===== src/include/spc_pkg.sv =====
// package for the system clock and reset sequencing control block
// assumes a single ref_clk domain; all board pins are synchronised inside the block
package spc_pkg;

  // ==========================================================================
  // field widths
  localparam int SPC_MF_W = 12;
  localparam int SPC_DIV_W = 5;
  localparam int SPC_GEAR_W = 3;
  localparam int SPC_MODE_W = 3;

  // ==========================================================================
  // timing
  localparam int SPC_CLK_MHZ = 100;
  localparam int SPC_HARD_RESET_N_CYC = 512;
  localparam int SPC_LOCK_SHORT_CYC = 500;
  localparam int SPC_LOCK_LONG_CYC = 1000;
  localparam logic [11:0] SPC_MF_SHORT_MAX = 12'h004;
  localparam int SPC_POR_MIN_US = 3;
  localparam int SPC_POR_MIN_CYC = SPC_POR_MIN_US * SPC_CLK_MHZ;
  localparam int SPC_CNT_W = 11;

  // ==========================================================================
  // reset configuration
  localparam logic [11:0] SPC_MF_ONE = 12'h000;
  localparam logic [11:0] SPC_MF_FIVE = 12'h004;
  localparam logic [11:0] SPC_MF_SKEW_MAX = 12'h001;
  localparam logic [4:0] SPC_DIV_RST = 5'h00;
  localparam logic [2:0] SPC_GEAR_RST = 3'h0;
  localparam int SPC_MODE_EXT_BIT = 2;

  // control fields set by software
  typedef struct packed {
    logic [SPC_MF_W-1:0] multFactorField;
    logic [SPC_DIV_W-1:0] predivField;
    logic [SPC_GEAR_W-1:0] highGearDivider;
    logic [SPC_GEAR_W-1:0] lowGearDivider;
    logic switchToBackup;
    logic writeStrobe;
  } spc_ctrl_s;

  // status seen by software
  typedef struct packed {
    logic [SPC_MF_W-1:0] multFactorField;
    logic [SPC_DIV_W-1:0] predivField;
    logic [SPC_GEAR_W-1:0] highGearDivider;
    logic [SPC_GEAR_W-1:0] lowGearDivider;
    logic limpEnable;
    logic extRefSelect;
    logic limpMode;
    logic pllLocked;
    logic skewElim;
  } spc_stat_s;

  typedef enum logic [4:0] {
    SPC_POR = 5'h01,
    SPC_LOCKING = 5'h02,
    SPC_HOLD = 5'h04,
    SPC_RUN = 5'h08,
    SPC_LIMP = 5'h10
  } spc_state_e;

  // lock limit depends on multiplication field
  function automatic logic [SPC_CNT_W-1:0] spc_lock_limit(input logic [SPC_MF_W-1:0] mf);
    spc_lock_limit = (mf <= SPC_MF_SHORT_MAX) ? SPC_CNT_W'(SPC_LOCK_SHORT_CYC)
                                              : SPC_CNT_W'(SPC_LOCK_LONG_CYC);
  endfunction

endpackage


===== src/hw/spc_sync.sv =====
// two-flop synchroniser for board level inputs
// assumes the asynchronous input is a level, not a pulse
`timescale 1ns/1ps
module spc_sync #(
  parameter int W = 1
) (
  input wire logic ref_clk,
  input wire logic arst_n,
  input wire logic [W-1:0] din,
  output logic [W-1:0] dout
);
  logic [W-1:0] meta;

  // ==========================================================================
  // first stage is read only by the second
  always_ff @(posedge ref_clk or negedge arst_n) begin
    if (!arst_n) begin
      meta <= '0;
      dout <= '0;
    end else begin
      meta <= din;
      dout <= meta;
    end
  end
endmodule // spc_sync


===== src/hw/spc_clock_ctrl.sv =====
// clock module control: reference select, limp mode, PLL lock and hard reset sequencing
// assumes ref_clk is the free running control clock; pll and oscillator status are pins
// How it works
// - multiplication factor equals field value plus one, 1 to 4096
// - reference divided by prediv plus one, times factor, times two gives VCO
// - PLL runs at twice system clock; two phases come from halving it
// - lock expected within 500 input cycles when field at most 4, else 1000
// - hard reset released 512 system cycles after lock
// - lock acquisition starts only after power-on reset is negated
// - power-on reset loads field from mode pins and clears both gear dividers
// - skew elimination only with PLL, field 0 or 1, external reference
// - 1:1 mode pins force multiplication field zero
// - limp enabled and no oscillator at release runs from backup clock
// - in limp system clock is half ring rate, timer clocks twice system
// - limp disabled means no backup clock; wait for oscillator
// - both sources active: system from external input, periodic from crystal
// - supplies timebase and periodic timer clocks besides system clock
// - PLL output held off from reset until first lock
// - every change of lock status can raise a maskable interrupt
`timescale 1ns/1ps
module spc_clock_ctrl (
  input wire logic ref_clk,
  input wire logic arst_n,
  input wire logic power_on_reset_n,
  input wire logic [spc_pkg::SPC_MODE_W-1:0] clock_mode_pins,
  input wire logic pllLockIn,
  input wire logic oscRunning,
  input wire logic extClkActive,
  input wire logic lockIrqMask,
  input wire spc_pkg::spc_ctrl_s ctrl,
  output spc_pkg::spc_stat_s stat,
  output logic hard_reset_n,
  output logic pllOutEnable,
  output logic backupOscEnable,
  output logic useBackupClock,
  output logic sysRefFromExt,
  output logic periodicFromXtal,
  output logic timebaseFromBackup,
  output logic lockChangeIrq,
  output logic lockTimeout
);
  import spc_pkg::*;

  logic porN, lockS, oscS, extS;
  logic [SPC_MODE_W-1:0] modeS;
  spc_state_e state, next_state;
  logic [SPC_CNT_W-1:0] lockCnt;
  logic [SPC_CNT_W-1:0] relCnt;
  logic lockPrev;
  logic [SPC_MODE_W-1:0] modeLatch;

  // ==========================================================================
  // synchronise board pins; straps go through the same flops so they line up with porN
  spc_sync #(.W(4 + SPC_MODE_W)) u_sync (
    .ref_clk(ref_clk),
    .arst_n(arst_n),
    .din({power_on_reset_n, pllLockIn, oscRunning, extClkActive, clock_mode_pins}),
    .dout({porN, lockS, oscS, extS, modeS})
  );

  // decode of mode pins: 1:1 modes and limp enable
  function automatic logic [SPC_MF_W-1:0] mode_mf(input logic [SPC_MODE_W-1:0] m);
    case (m)
      3'h2, 3'h6: mode_mf = SPC_MF_FIVE;
      default: mode_mf = SPC_MF_ONE; // 1:1 modes force zero
    endcase
  endfunction

  function automatic logic mode_limp(input logic [SPC_MODE_W-1:0] m);
    mode_limp = (m == 3'h2) || (m == 3'h3) || (m == 3'h7);
  endfunction

  // ==========================================================================
  // mode pins tracked while reset holds; frozen on release
  always_ff @(posedge ref_clk or negedge arst_n) begin
    if (!arst_n) begin
      modeLatch <= '0;
    end else begin
      if (!porN) begin
        modeLatch <= modeS;
      end
    end
  end

  // ==========================================================================
  // control fields: reset values forced while power-on reset holds
  always_ff @(posedge ref_clk or negedge arst_n) begin
    if (!arst_n) begin
      stat.multFactorField <= SPC_MF_ONE;
      stat.predivField <= SPC_DIV_RST;
      stat.highGearDivider <= SPC_GEAR_RST;
      stat.lowGearDivider <= SPC_GEAR_RST;
    end else if (!porN) begin
      stat.multFactorField <= mode_mf(modeS);
      stat.predivField <= SPC_DIV_RST;
      stat.highGearDivider <= SPC_GEAR_RST;
      stat.lowGearDivider <= SPC_GEAR_RST;
    end else if (ctrl.writeStrobe) begin
      // factor is field plus one and VCO is ref/(div+1)*(mf+1)*2
      stat.multFactorField <= ctrl.multFactorField;
      stat.predivField <= ctrl.predivField;
      stat.highGearDivider <= ctrl.highGearDivider;
      stat.lowGearDivider <= ctrl.lowGearDivider;
    end
  end

  // ==========================================================================
  // sequencer next state
  always_comb begin
    next_state = state;
    case (state)
      SPC_POR: begin
        if (porN) begin
          // lock starts only after release, limp if limp is enabled and no oscillator
          next_state = (mode_limp(modeLatch) && !oscS) ? SPC_LIMP : SPC_LOCKING;
        end
      end
      SPC_LOCKING: begin
        if (lockS) begin
          next_state = SPC_HOLD;
        end
      end
      SPC_HOLD: begin
        if (!lockS) begin
          next_state = SPC_LOCKING;
        end else if (relCnt == SPC_CNT_W'(SPC_HARD_RESET_N_CYC - 1)) begin
          next_state = SPC_RUN;
        end
      end
      SPC_RUN: begin
        if (ctrl.switchToBackup && mode_limp(modeLatch)) begin
          next_state = SPC_LIMP;
        end
      end
      SPC_LIMP: begin
        // limp is left for the PLL once the oscillator runs while switchToBackup is clear
        if (!ctrl.switchToBackup && oscS) begin
          next_state = SPC_LOCKING;
        end
      end
      default: next_state = SPC_POR;
    endcase
    if (!porN) begin
      next_state = SPC_POR;
    end
  end

  always_ff @(posedge ref_clk or negedge arst_n) begin
    if (!arst_n) begin
      state <= SPC_POR;
    end else begin
      state <= next_state;
    end
  end

  // ==========================================================================
  // release counter restarts on any loss of lock
  always_ff @(posedge ref_clk or negedge arst_n) begin
    if (!arst_n) begin
      relCnt <= '0;
    end else if (state == SPC_HOLD && lockS) begin
      relCnt <= relCnt + SPC_CNT_W'(1);
    end else begin
      relCnt <= '0;
    end
  end

  // ==========================================================================
  // lock watchdog; flags a lock that overran its limit
  always_ff @(posedge ref_clk or negedge arst_n) begin
    if (!arst_n) begin
      lockCnt <= '0;
      lockTimeout <= 1'b0;
    end else if (state != SPC_LOCKING) begin
      lockCnt <= '0;
      if (!porN) begin
        lockTimeout <= 1'b0;
      end
    end else if (lockCnt < spc_lock_limit(stat.multFactorField)) begin
      lockCnt <= lockCnt + SPC_CNT_W'(1);
    end else begin
      lockTimeout <= 1'b1;
    end
  end

  // ==========================================================================
  // outputs: all registered
  always_ff @(posedge ref_clk or negedge arst_n) begin
    if (!arst_n) begin
      hard_reset_n <= 1'b0;
      pllOutEnable <= 1'b0;
      backupOscEnable <= 1'b0;
      useBackupClock <= 1'b0;
      sysRefFromExt <= 1'b0;
      periodicFromXtal <= 1'b0;
      timebaseFromBackup <= 1'b0;
    end else begin
      hard_reset_n <= (next_state == SPC_RUN) || (next_state == SPC_LIMP);
      pllOutEnable <= (next_state == SPC_HOLD) || (next_state == SPC_RUN);
      backupOscEnable <= mode_limp(modeLatch) && porN;
      useBackupClock <= next_state == SPC_LIMP;
      timebaseFromBackup <= next_state == SPC_LIMP;
      // external input feeds the system side only when selected and actually clocking
      sysRefFromExt <= modeLatch[SPC_MODE_EXT_BIT] && extS;
      periodicFromXtal <= oscS;
    end
  end

  // ==========================================================================
  // status and lock change interrupt
  always_ff @(posedge ref_clk or negedge arst_n) begin
    if (!arst_n) begin
      lockPrev <= 1'b0;
      lockChangeIrq <= 1'b0;
      stat.limpEnable <= 1'b0;
      stat.extRefSelect <= 1'b0;
      stat.limpMode <= 1'b0;
      stat.pllLocked <= 1'b0;
      stat.skewElim <= 1'b0;
    end else begin
      lockPrev <= lockS;
      lockChangeIrq <= (lockS != lockPrev) && !lockIrqMask;
      stat.limpEnable <= mode_limp(modeLatch);
      stat.extRefSelect <= modeLatch[SPC_MODE_EXT_BIT];
      stat.limpMode <= state == SPC_LIMP;
      stat.pllLocked <= lockS;
      stat.skewElim <= (state == SPC_RUN) && modeLatch[SPC_MODE_EXT_BIT]
                       && (stat.multFactorField <= SPC_MF_SKEW_MAX);
    end
  end

  // ==========================================================================
  // checks
  AST_HARD_RESET_N_AFTER_LOCK: assert property (
    @(posedge ref_clk) disable iff (!arst_n)
    $rose(hard_reset_n) && !useBackupClock |-> $past(state, 2) == SPC_HOLD)
    else $error("hard reset released without hold");
  AST_HOLD_LEN: assert property (
    @(posedge ref_clk) disable iff (!arst_n)
    state == SPC_RUN && $past(state) == SPC_HOLD
      |-> $past(relCnt) == SPC_CNT_W'(SPC_HARD_RESET_N_CYC - 1))
    else $error("release count wrong");
  AST_NO_LOCK_BEFORE_POR: assert property (
    @(posedge ref_clk) disable iff (!arst_n)
    !porN |=> state == SPC_POR)
    else $error("sequencer left reset early");
  AST_POR_HOLDS_HARD_RESET_N: assert property (
    @(posedge ref_clk) disable iff (!arst_n)
    !porN |=> !hard_reset_n)
    else $error("hard reset released during power-on reset");
  AST_GEAR_CLR: assert property (
    @(posedge ref_clk) disable iff (!arst_n)
    !porN |=> stat.highGearDivider == SPC_GEAR_RST && stat.lowGearDivider == SPC_GEAR_RST)
    else $error("gear dividers not cleared");
  AST_ONE_TO_ONE: assert property (
    @(posedge ref_clk) disable iff (!arst_n)
    !porN && (modeS == 3'h4) |=> stat.multFactorField == SPC_MF_ONE)
    else $error("1:1 mode factor wrong");
  AST_PLL_OFF: assert property (
    @(posedge ref_clk) disable iff (!arst_n)
    state == SPC_POR |=> !pllOutEnable)
    else $error("pll output on before lock");
  AST_IRQ: assert property (
    @(posedge ref_clk) disable iff (!arst_n)
    lockS != lockPrev && !lockIrqMask |=> lockChangeIrq)
    else $error("lock change missed");
  AST_IRQ_EDGE: assert property (
    @(posedge ref_clk) disable iff (!arst_n)
    lockChangeIrq |-> stat.pllLocked != $past(stat.pllLocked))
    else $error("lock change pulse without lock status change");
  AST_LIMP_BACKUP: assert property (
    @(posedge ref_clk) disable iff (!arst_n)
    useBackupClock |-> timebaseFromBackup && stat.limpEnable)
    else $error("limp without backup timebase");
  AST_SKEW: assert property (
    @(posedge ref_clk) disable iff (!arst_n)
    stat.skewElim |-> stat.extRefSelect)
    else $error("skew elimination without external ref");
endmodule // spc_clock_ctrl


===== config.mk =====
export PLATFORM = sky130hd
export DESIGN_NAME = spc_clock_ctrl
export DESIGN_NICKNAME = d
export VERILOG_FILES = /design/src/include/spc_pkg.sv /design/src/hw/spc_sync.sv /design/src/hw/spc_clock_ctrl.sv
export SDC_FILE = /design/constraint.sdc
export NUM_CORES = 1
export LEC_CHECK = 0
export BUFFER_PORTS_ARGS = -buffer_cell sky130_fd_sc_hd__buf_2
export CAP_MARGIN = 30
export CORE_MARGIN = 4
export CORE_UTILIZATION = 35
export DETAILED_ROUTE_END_ITERATION = 8
export SLEW_MARGIN = 40
export SYNTH_ARGS = -nofsm -noshare
export SYNTH_HDL_FRONTEND = slang
export SYNTH_SLANG_ARGS = --single-unit
export TNS_END_PERCENT = 50

===== constraint.sdc =====
create_clock -name ref_clk -period 7.2 [get_ports ref_clk]
set_clock_uncertainty 0.05 [all_clocks]
set_input_delay 0.72 -clock ref_clk [delete_from_list [all_inputs] [get_ports ref_clk]]
set_output_delay 0.72 -clock ref_clk [all_outputs]
set_load 0.02 [all_outputs]

### Word-level counts from Yosys, hierarchy flattened

Cells that the tools add are included.

* logic and storage cells: 84
* bits in registers: 80
* input bits: 35
* output and inout bits: 37

* $add $sub $neg: 2
* reductions and logical operators: 19
* mux-type cells: 18
* magnitude comparators: 3
* equality and inequality tests: 19

Operator list (count)
* $mux W23: 2
* $mux W5: 7
* $mux W11: 3
* $pmux W5 S5: 1
* $add A11 B1 Y11 const B: 2
* $le A12 B1 Y1 const B: 1
* $le A12 B3 Y1 const B: 1
* $eq A11 B9 Y1 const B: 1
* $lt A11 B10 Y1: 1
* $eq A5 B3 Y1 const B: 2
* $eq A5 B4 Y1 const B: 2
* $eq A5 B5 Y1 const B: 2
* $mux W10: 1
* $eq A3 B2 Y1 const B: 3
* $logic_and A1 B1 Y1: 9
* $eq A3 B3 Y1 const B: 2
* $ne A2 B2 Y1 const B: 3
* $eq A5 B1 Y1 const B: 1
* $eq A5 B2 Y1 const B: 1
* $ne A5 B2 Y1 const B: 1
* $logic_or A1 B1 Y1: 4
* $logic_not A1 Y1: 3
* $mux W1: 3
* $mux W3: 1
* 4 further kinds: 4

### Depth between registers and ports, before layout

* depth in word-level cells: 9
* mapped depth: 11
* gate-level depth less buffers: 10

### Modules after synthesis

A second synthesis with hierarchy kept.

* cell total of the unflattened synthesis: 304
* area total of the unflattened synthesis: 3404.5 um^2

By module, submodules not included
* spc_clock_ctrl: sequential area each 1652.8 um^2, area an instance 3054.2 um^2, instances 1, cells each 290
* spc_sync: sequential area each 350.3 um^2, area an instance 350.3 um^2, instances 1, cells each 14

### Worst setup path before layout

No wires, ideal clock.

* path type: register to register
* from: register stat[20] in the netlist's numbering
* to: register lockCnt[7]
* path buffers: 1
* setup time: 0.134 ns
* data arrival time: 2.479 ns
* setup slack: 4.537 ns
* period minus slack after synthesis: 2.663 ns
* stages on the path, launching flop included: 12
* data required time: 7.016 ns
* cells stage by stage: dfrtp_1 > nor4_4 > nand3_1 > nor2b_1 > inv_1 > ha_1 > a21oi_1 > o311ai_1 > a21o_2 > buf_6 > o41ai_1 > a21oi_1

* cells in the longest elaborated chain, start to end: 4

RTL lines
* start: declaration: line spc_clock_ctrl.sv:31 `output spc_pkg::spc_stat_s stat,`
* $le A12 B3 Y1: line spc_pkg.sv:65 `spc_lock_limit = (mf <= SPC_MF_SHORT_MAX) ? SPC_CNT_W'(SPC_LOCK_SHORT_CYC)`
* $mux W10: line spc_pkg.sv:65
* $lt A11 B10 Y1: line spc_clock_ctrl.sv:179 `end else if (lockCnt < spc_lock_limit(stat.multFactorField)) begin`
* $reduce_bool A2 Y1 (no line)
* end signal: assignment: line spc_clock_ctrl.sv:180 `lockCnt <= lockCnt + SPC_CNT_W'(1);`
* end: declaration: line spc_clock_ctrl.sv:47 `logic [SPC_CNT_W-1:0] lockCnt;`

No other way between the ends.
A chain may end at the register's enable or synchronous reset.

### Final worst setup path

Ends and elaborated chain as after synthesis.

==> results.yml <==
final_layout:
  number_of_fill_cells: 925
  finalNonFillerCells: 516
  diodes: 0
  areaGrowthSynthToFinish_pct: 20.1
  final_util: 0.429
  layout-drive-gt1-share: 0.258
  final_net_count: 418
worst_setup_path:
  critPathCaptureType: "flop"
  timing.critical_path.arrival_ns: 3.04
  crit-reg2reg-launch: "stat[20]"
  reg2regPathDepth: 10
  setup.reg_to_reg.worst_slack_ns: 4.37
  timing_worst_setup_path_type: "reg2reg"
  critPathRequiredTime_ns: 7.41
  r2r-end: "lockCnt[7]"
  crit_path_end: "lockCnt[7]"
  critPathLaunch: "stat[20]"
  worst-path-max-fanout: 3
  setup.worst_path.start_class: "flop"
global_route:
  grt_max_degree: 81
  globalRoute.totalOverflow: 0
  grt_antenna_before_repair: 0
  wire_length_of_the_first_global_routing_pass_um: 12100
  grt_pass1_vias: 2418
  global_route.usage.total: 0.132
clock_tree:
  cts-buffers-inserted: 9
  cts_max_level: 3
  post-cts-setup-buffers: 0
  cts.sinks: 80
  worstSkewPairLatency_ns: 0.34
  post_cts_hold_buffer_count: 0
  post_cts_resized: 0
  clkSlewWorstSetupHoldPaths_ns: 0.08
  clock_tree.root_cell: "sky130_fd_sc_hd__clkbuf_8"
  cts_tree: "yes"
  cts.path.max_buffers: 2
worst_hold_path:
  hold_start: "u_sync.meta[6]"
  timing.hold.worst.class: "reg2reg"
power:
  total_power_mw: 1.01
  irDropWorstVdd_uv: 87.4
  powerDensity_nw_per_um2: 243
  leakage_power_nw: 1.98
floorplanning:
  chipWidth_um: 107
  placementRows: 36
  floorplan.core_area_um2: 9680
  design.die.area_um2: 11500
  ios: 72
  die_h_um: 107
  initial_utilization: 0.357
detailed_routing:
  ant_nets: 0
  avgRoutedWirePerCell_um: 14.0
  post-route-drc-count: 0
  top_signal_layer_used: "met4"
  wl_met1_um: 3510
  routed_wl_um: 7240
  drt_pre_antenna_iters: 4
  vias: 2446
  wl_met2_um: 3200
  vias_per_cell: 4.74
  drt_iter0_drc: 114
  route.met3.wl_um: 433
synthesis:
  ys_seq_elements: 80
  synthArstFlopShare: 1.00
  synth.cell_area_um2: 3460
  netlist_instances: 311
  ys_dominant_reg_cell: "sky130_fd_sc_hd__dfrtp_1"
  sequential_area_share_after_synthesis: 0.579
  postSynthAreaPerCell_um2: 11.1
  net_count_synth: 351
  ys.warnings.count: 0
  post_synth_num_cell_types: 50
  post_synth_edffs: 0
sta:
  finalWorstPathRequiredPeriod_ns: 2.83
  grt_setup_unrepaired: "false"
  highest_clock_rate_mhz: 353
  hold_viol: 0
  max_slew_margin: 0.527
  fin_crit_share: 0.394
  timing.setup.tns_ns: 0
  tightestPinTransition_ns: 0.710
  number_of_endpoints_failing_setup_at_the_final_stage: 0
  slew_viol_final: 0
flow_run:
  max_cap_violations: 0
placed_design:
  detailed_place_hpwl_um: 5050
  gp_congestion: 0.775
  port-buffer-count: 71
  dpl.cell_count: 500
run_status:
  status: "finished, final reports clean"
## power by group
part	switching (mW)	internal, mW
Clock	0.158	0.240
Sequential	0.0208	0.472
Combinational	0.0729	0.0464
## cells in the mapped netlist (2+ instances only)
library cell	count	area (µm²)
sky130_fd_sc_hd__a21oi_1	11	55.1
sky130_fd_sc_hd__a31oi_1	2	12.5
sky130_fd_sc_hd__and2_1	4	25.0
sky130_fd_sc_hd__and3_1	3	18.8
sky130_fd_sc_hd__buf_1	3	11.3
sky130_fd_sc_hd__buf_4	2	15.0
sky130_fd_sc_hd__clkbuf_1	7	26.3
sky130_fd_sc_hd__dfrtp_1	79	1980
sky130_fd_sc_hd__ha_1	5	62.6
sky130_fd_sc_hd__inv_1	11	41.3
sky130_fd_sc_hd__mux2_2	3	33.8
sky130_fd_sc_hd__mux2i_1	23	230
sky130_fd_sc_hd__nand2_1	18	67.6
sky130_fd_sc_hd__nand2b_1	2	12.5
sky130_fd_sc_hd__nand3_1	9	45.0
sky130_fd_sc_hd__nand4_1	7	43.8
sky130_fd_sc_hd__nor2_1	50	188
sky130_fd_sc_hd__nor2b_1	5	31.3
sky130_fd_sc_hd__nor3_1	5	25.0
sky130_fd_sc_hd__nor4_2	2	25.0
sky130_fd_sc_hd__o211ai_1	3	22.5
sky130_fd_sc_hd__o21ai_0	12	60.1
sky130_fd_sc_hd__o41ai_1	2	17.5
sky130_fd_sc_hd__or3_1	3	18.8
sky130_fd_sc_hd__or4_1	3	22.5
sky130_fd_sc_hd__xnor2_1	8	70.1
sky130_fd_sc_hd__xor2_1	6	52.6
## cell families (layout without fill, tap and decap cells)
group,count (synthesis),count (layout),synth area share
DFF,80,80,0.579
muxes,26,26,0.0764
adders and majority gates,5,5,0.0181
and+or+nand+nor,119,119,0.176
AOI/OAI and AO/OA,41,41,0.0804
buffers and inverters,26,98,0.0344
xor gates and xnor gates,14,14,0.0355
## worst max-delay path: stages, from the launching register on
cell	delay, ns
sky130_fd_sc_hd__dfrtp_1	0.43
sky130_fd_sc_hd__nor4_4	0.33
sky130_fd_sc_hd__nand3_1	0.15
sky130_fd_sc_hd__nor2b_1	0.22
sky130_fd_sc_hd__inv_1	0.07
sky130_fd_sc_hd__ha_1	0.30
sky130_fd_sc_hd__a21oi_1	0.16
sky130_fd_sc_hd__o311ai_1	0.18
sky130_fd_sc_hd__a2111oi_4	0.32
sky130_fd_sc_hd__or3b_1	0.39
sky130_fd_sc_hd__a21oi_1	0.15
## registers in the layout, indices dropped and copies added (netlist names), 3 cells and up
name,cells
u_sync.meta,7
state,5
modeLatch,3
u_sync.dout,7
relCnt,11
stat,27
lockCnt,11
## through the flow
| stage | setup WS, ns | hold WS (ns) | instance area, µm² |
|---|---|---|---|
| 2_1_floorplan | 4.54 | 0.281 | 3460 |
| 5_1_grt | 4.09 | 0.310 | 4150 |
| 3_3_place_gp | 4.54 | 0.281 | 3900 |
| 3_5_place_dp | 4.40 | 0.285 | 3910 |
| 4_1_cts | 4.36 | 0.303 | 4150 |
| 6_report | 4.37 | 0.302 | 4150 |
## cell type report
cell class              count  area, µm²  area share
flip-flops and latches     80       2000       0.482
multi-input cells         205       1340       0.321
repair buffers             71        362      0.0871
well taps                 133        166      0.0401
clock buffers              11        141      0.0340
clock inverters             5        104      0.0250
inverters                  11       41.3     0.00994
## cell usage in the layout, fill, tap and decap left out, drive strengths merged, types with 2 or more instances in the layout
master | Yosys | final
o211ai | 3 | 3
nor3 | 6 | 6
nand4 | 8 | 8
ha | 5 | 5
a31oi | 2 | 2
nand2 | 18 | 18
o21ai | 12 | 12
mux2i | 23 | 23
inv | 11 | 11
xor2 | 6 | 6
o41ai | 2 | 2
nand2b | 2 | 2
dfrtp | 79 | 79
clkinv | 0 | 2
and3 | 3 | 3
or4 | 3 | 3
clkbuf | 7 | 11
xnor2 | 8 | 8
bufinv | 0 | 3
nor2 | 50 | 50
nand3 | 9 | 9
buf | 7 | 71
a21o | 2 | 2
a21oi | 11 | 11
nor4 | 3 | 3
mux2 | 3 | 3
nor2b | 5 | 5
and2 | 4 | 4
or3 | 3 | 3
## metal layers
| layer | GRT usage | up-vias |
|---|---|---|
| met5 | 0 | - |
| met4 | 0.0487 | 0 |
| met3 | 0.0378 | 8 |
| met2 | 0.194 | 59 |
| met1 | 0.187 | 1165 |
| li1 | - | 1214 |
## worst min path at each step
stage | endpoint | slack (ns) | depth (start not counted)
floorplan | u_sync.dout[0] | 0.28 | 0
global placement | u_sync.dout[0] | 0.28 | 0
detailed placement | u_sync.dout[6] | 0.28 | 0
CTS | u_sync.dout[6] | 0.30 | 0
global route | u_sync.dout[3] | 0.31 | 0
finish | u_sync.dout[6] | 0.30 | 0
Power figures use the tool's default switching activity.
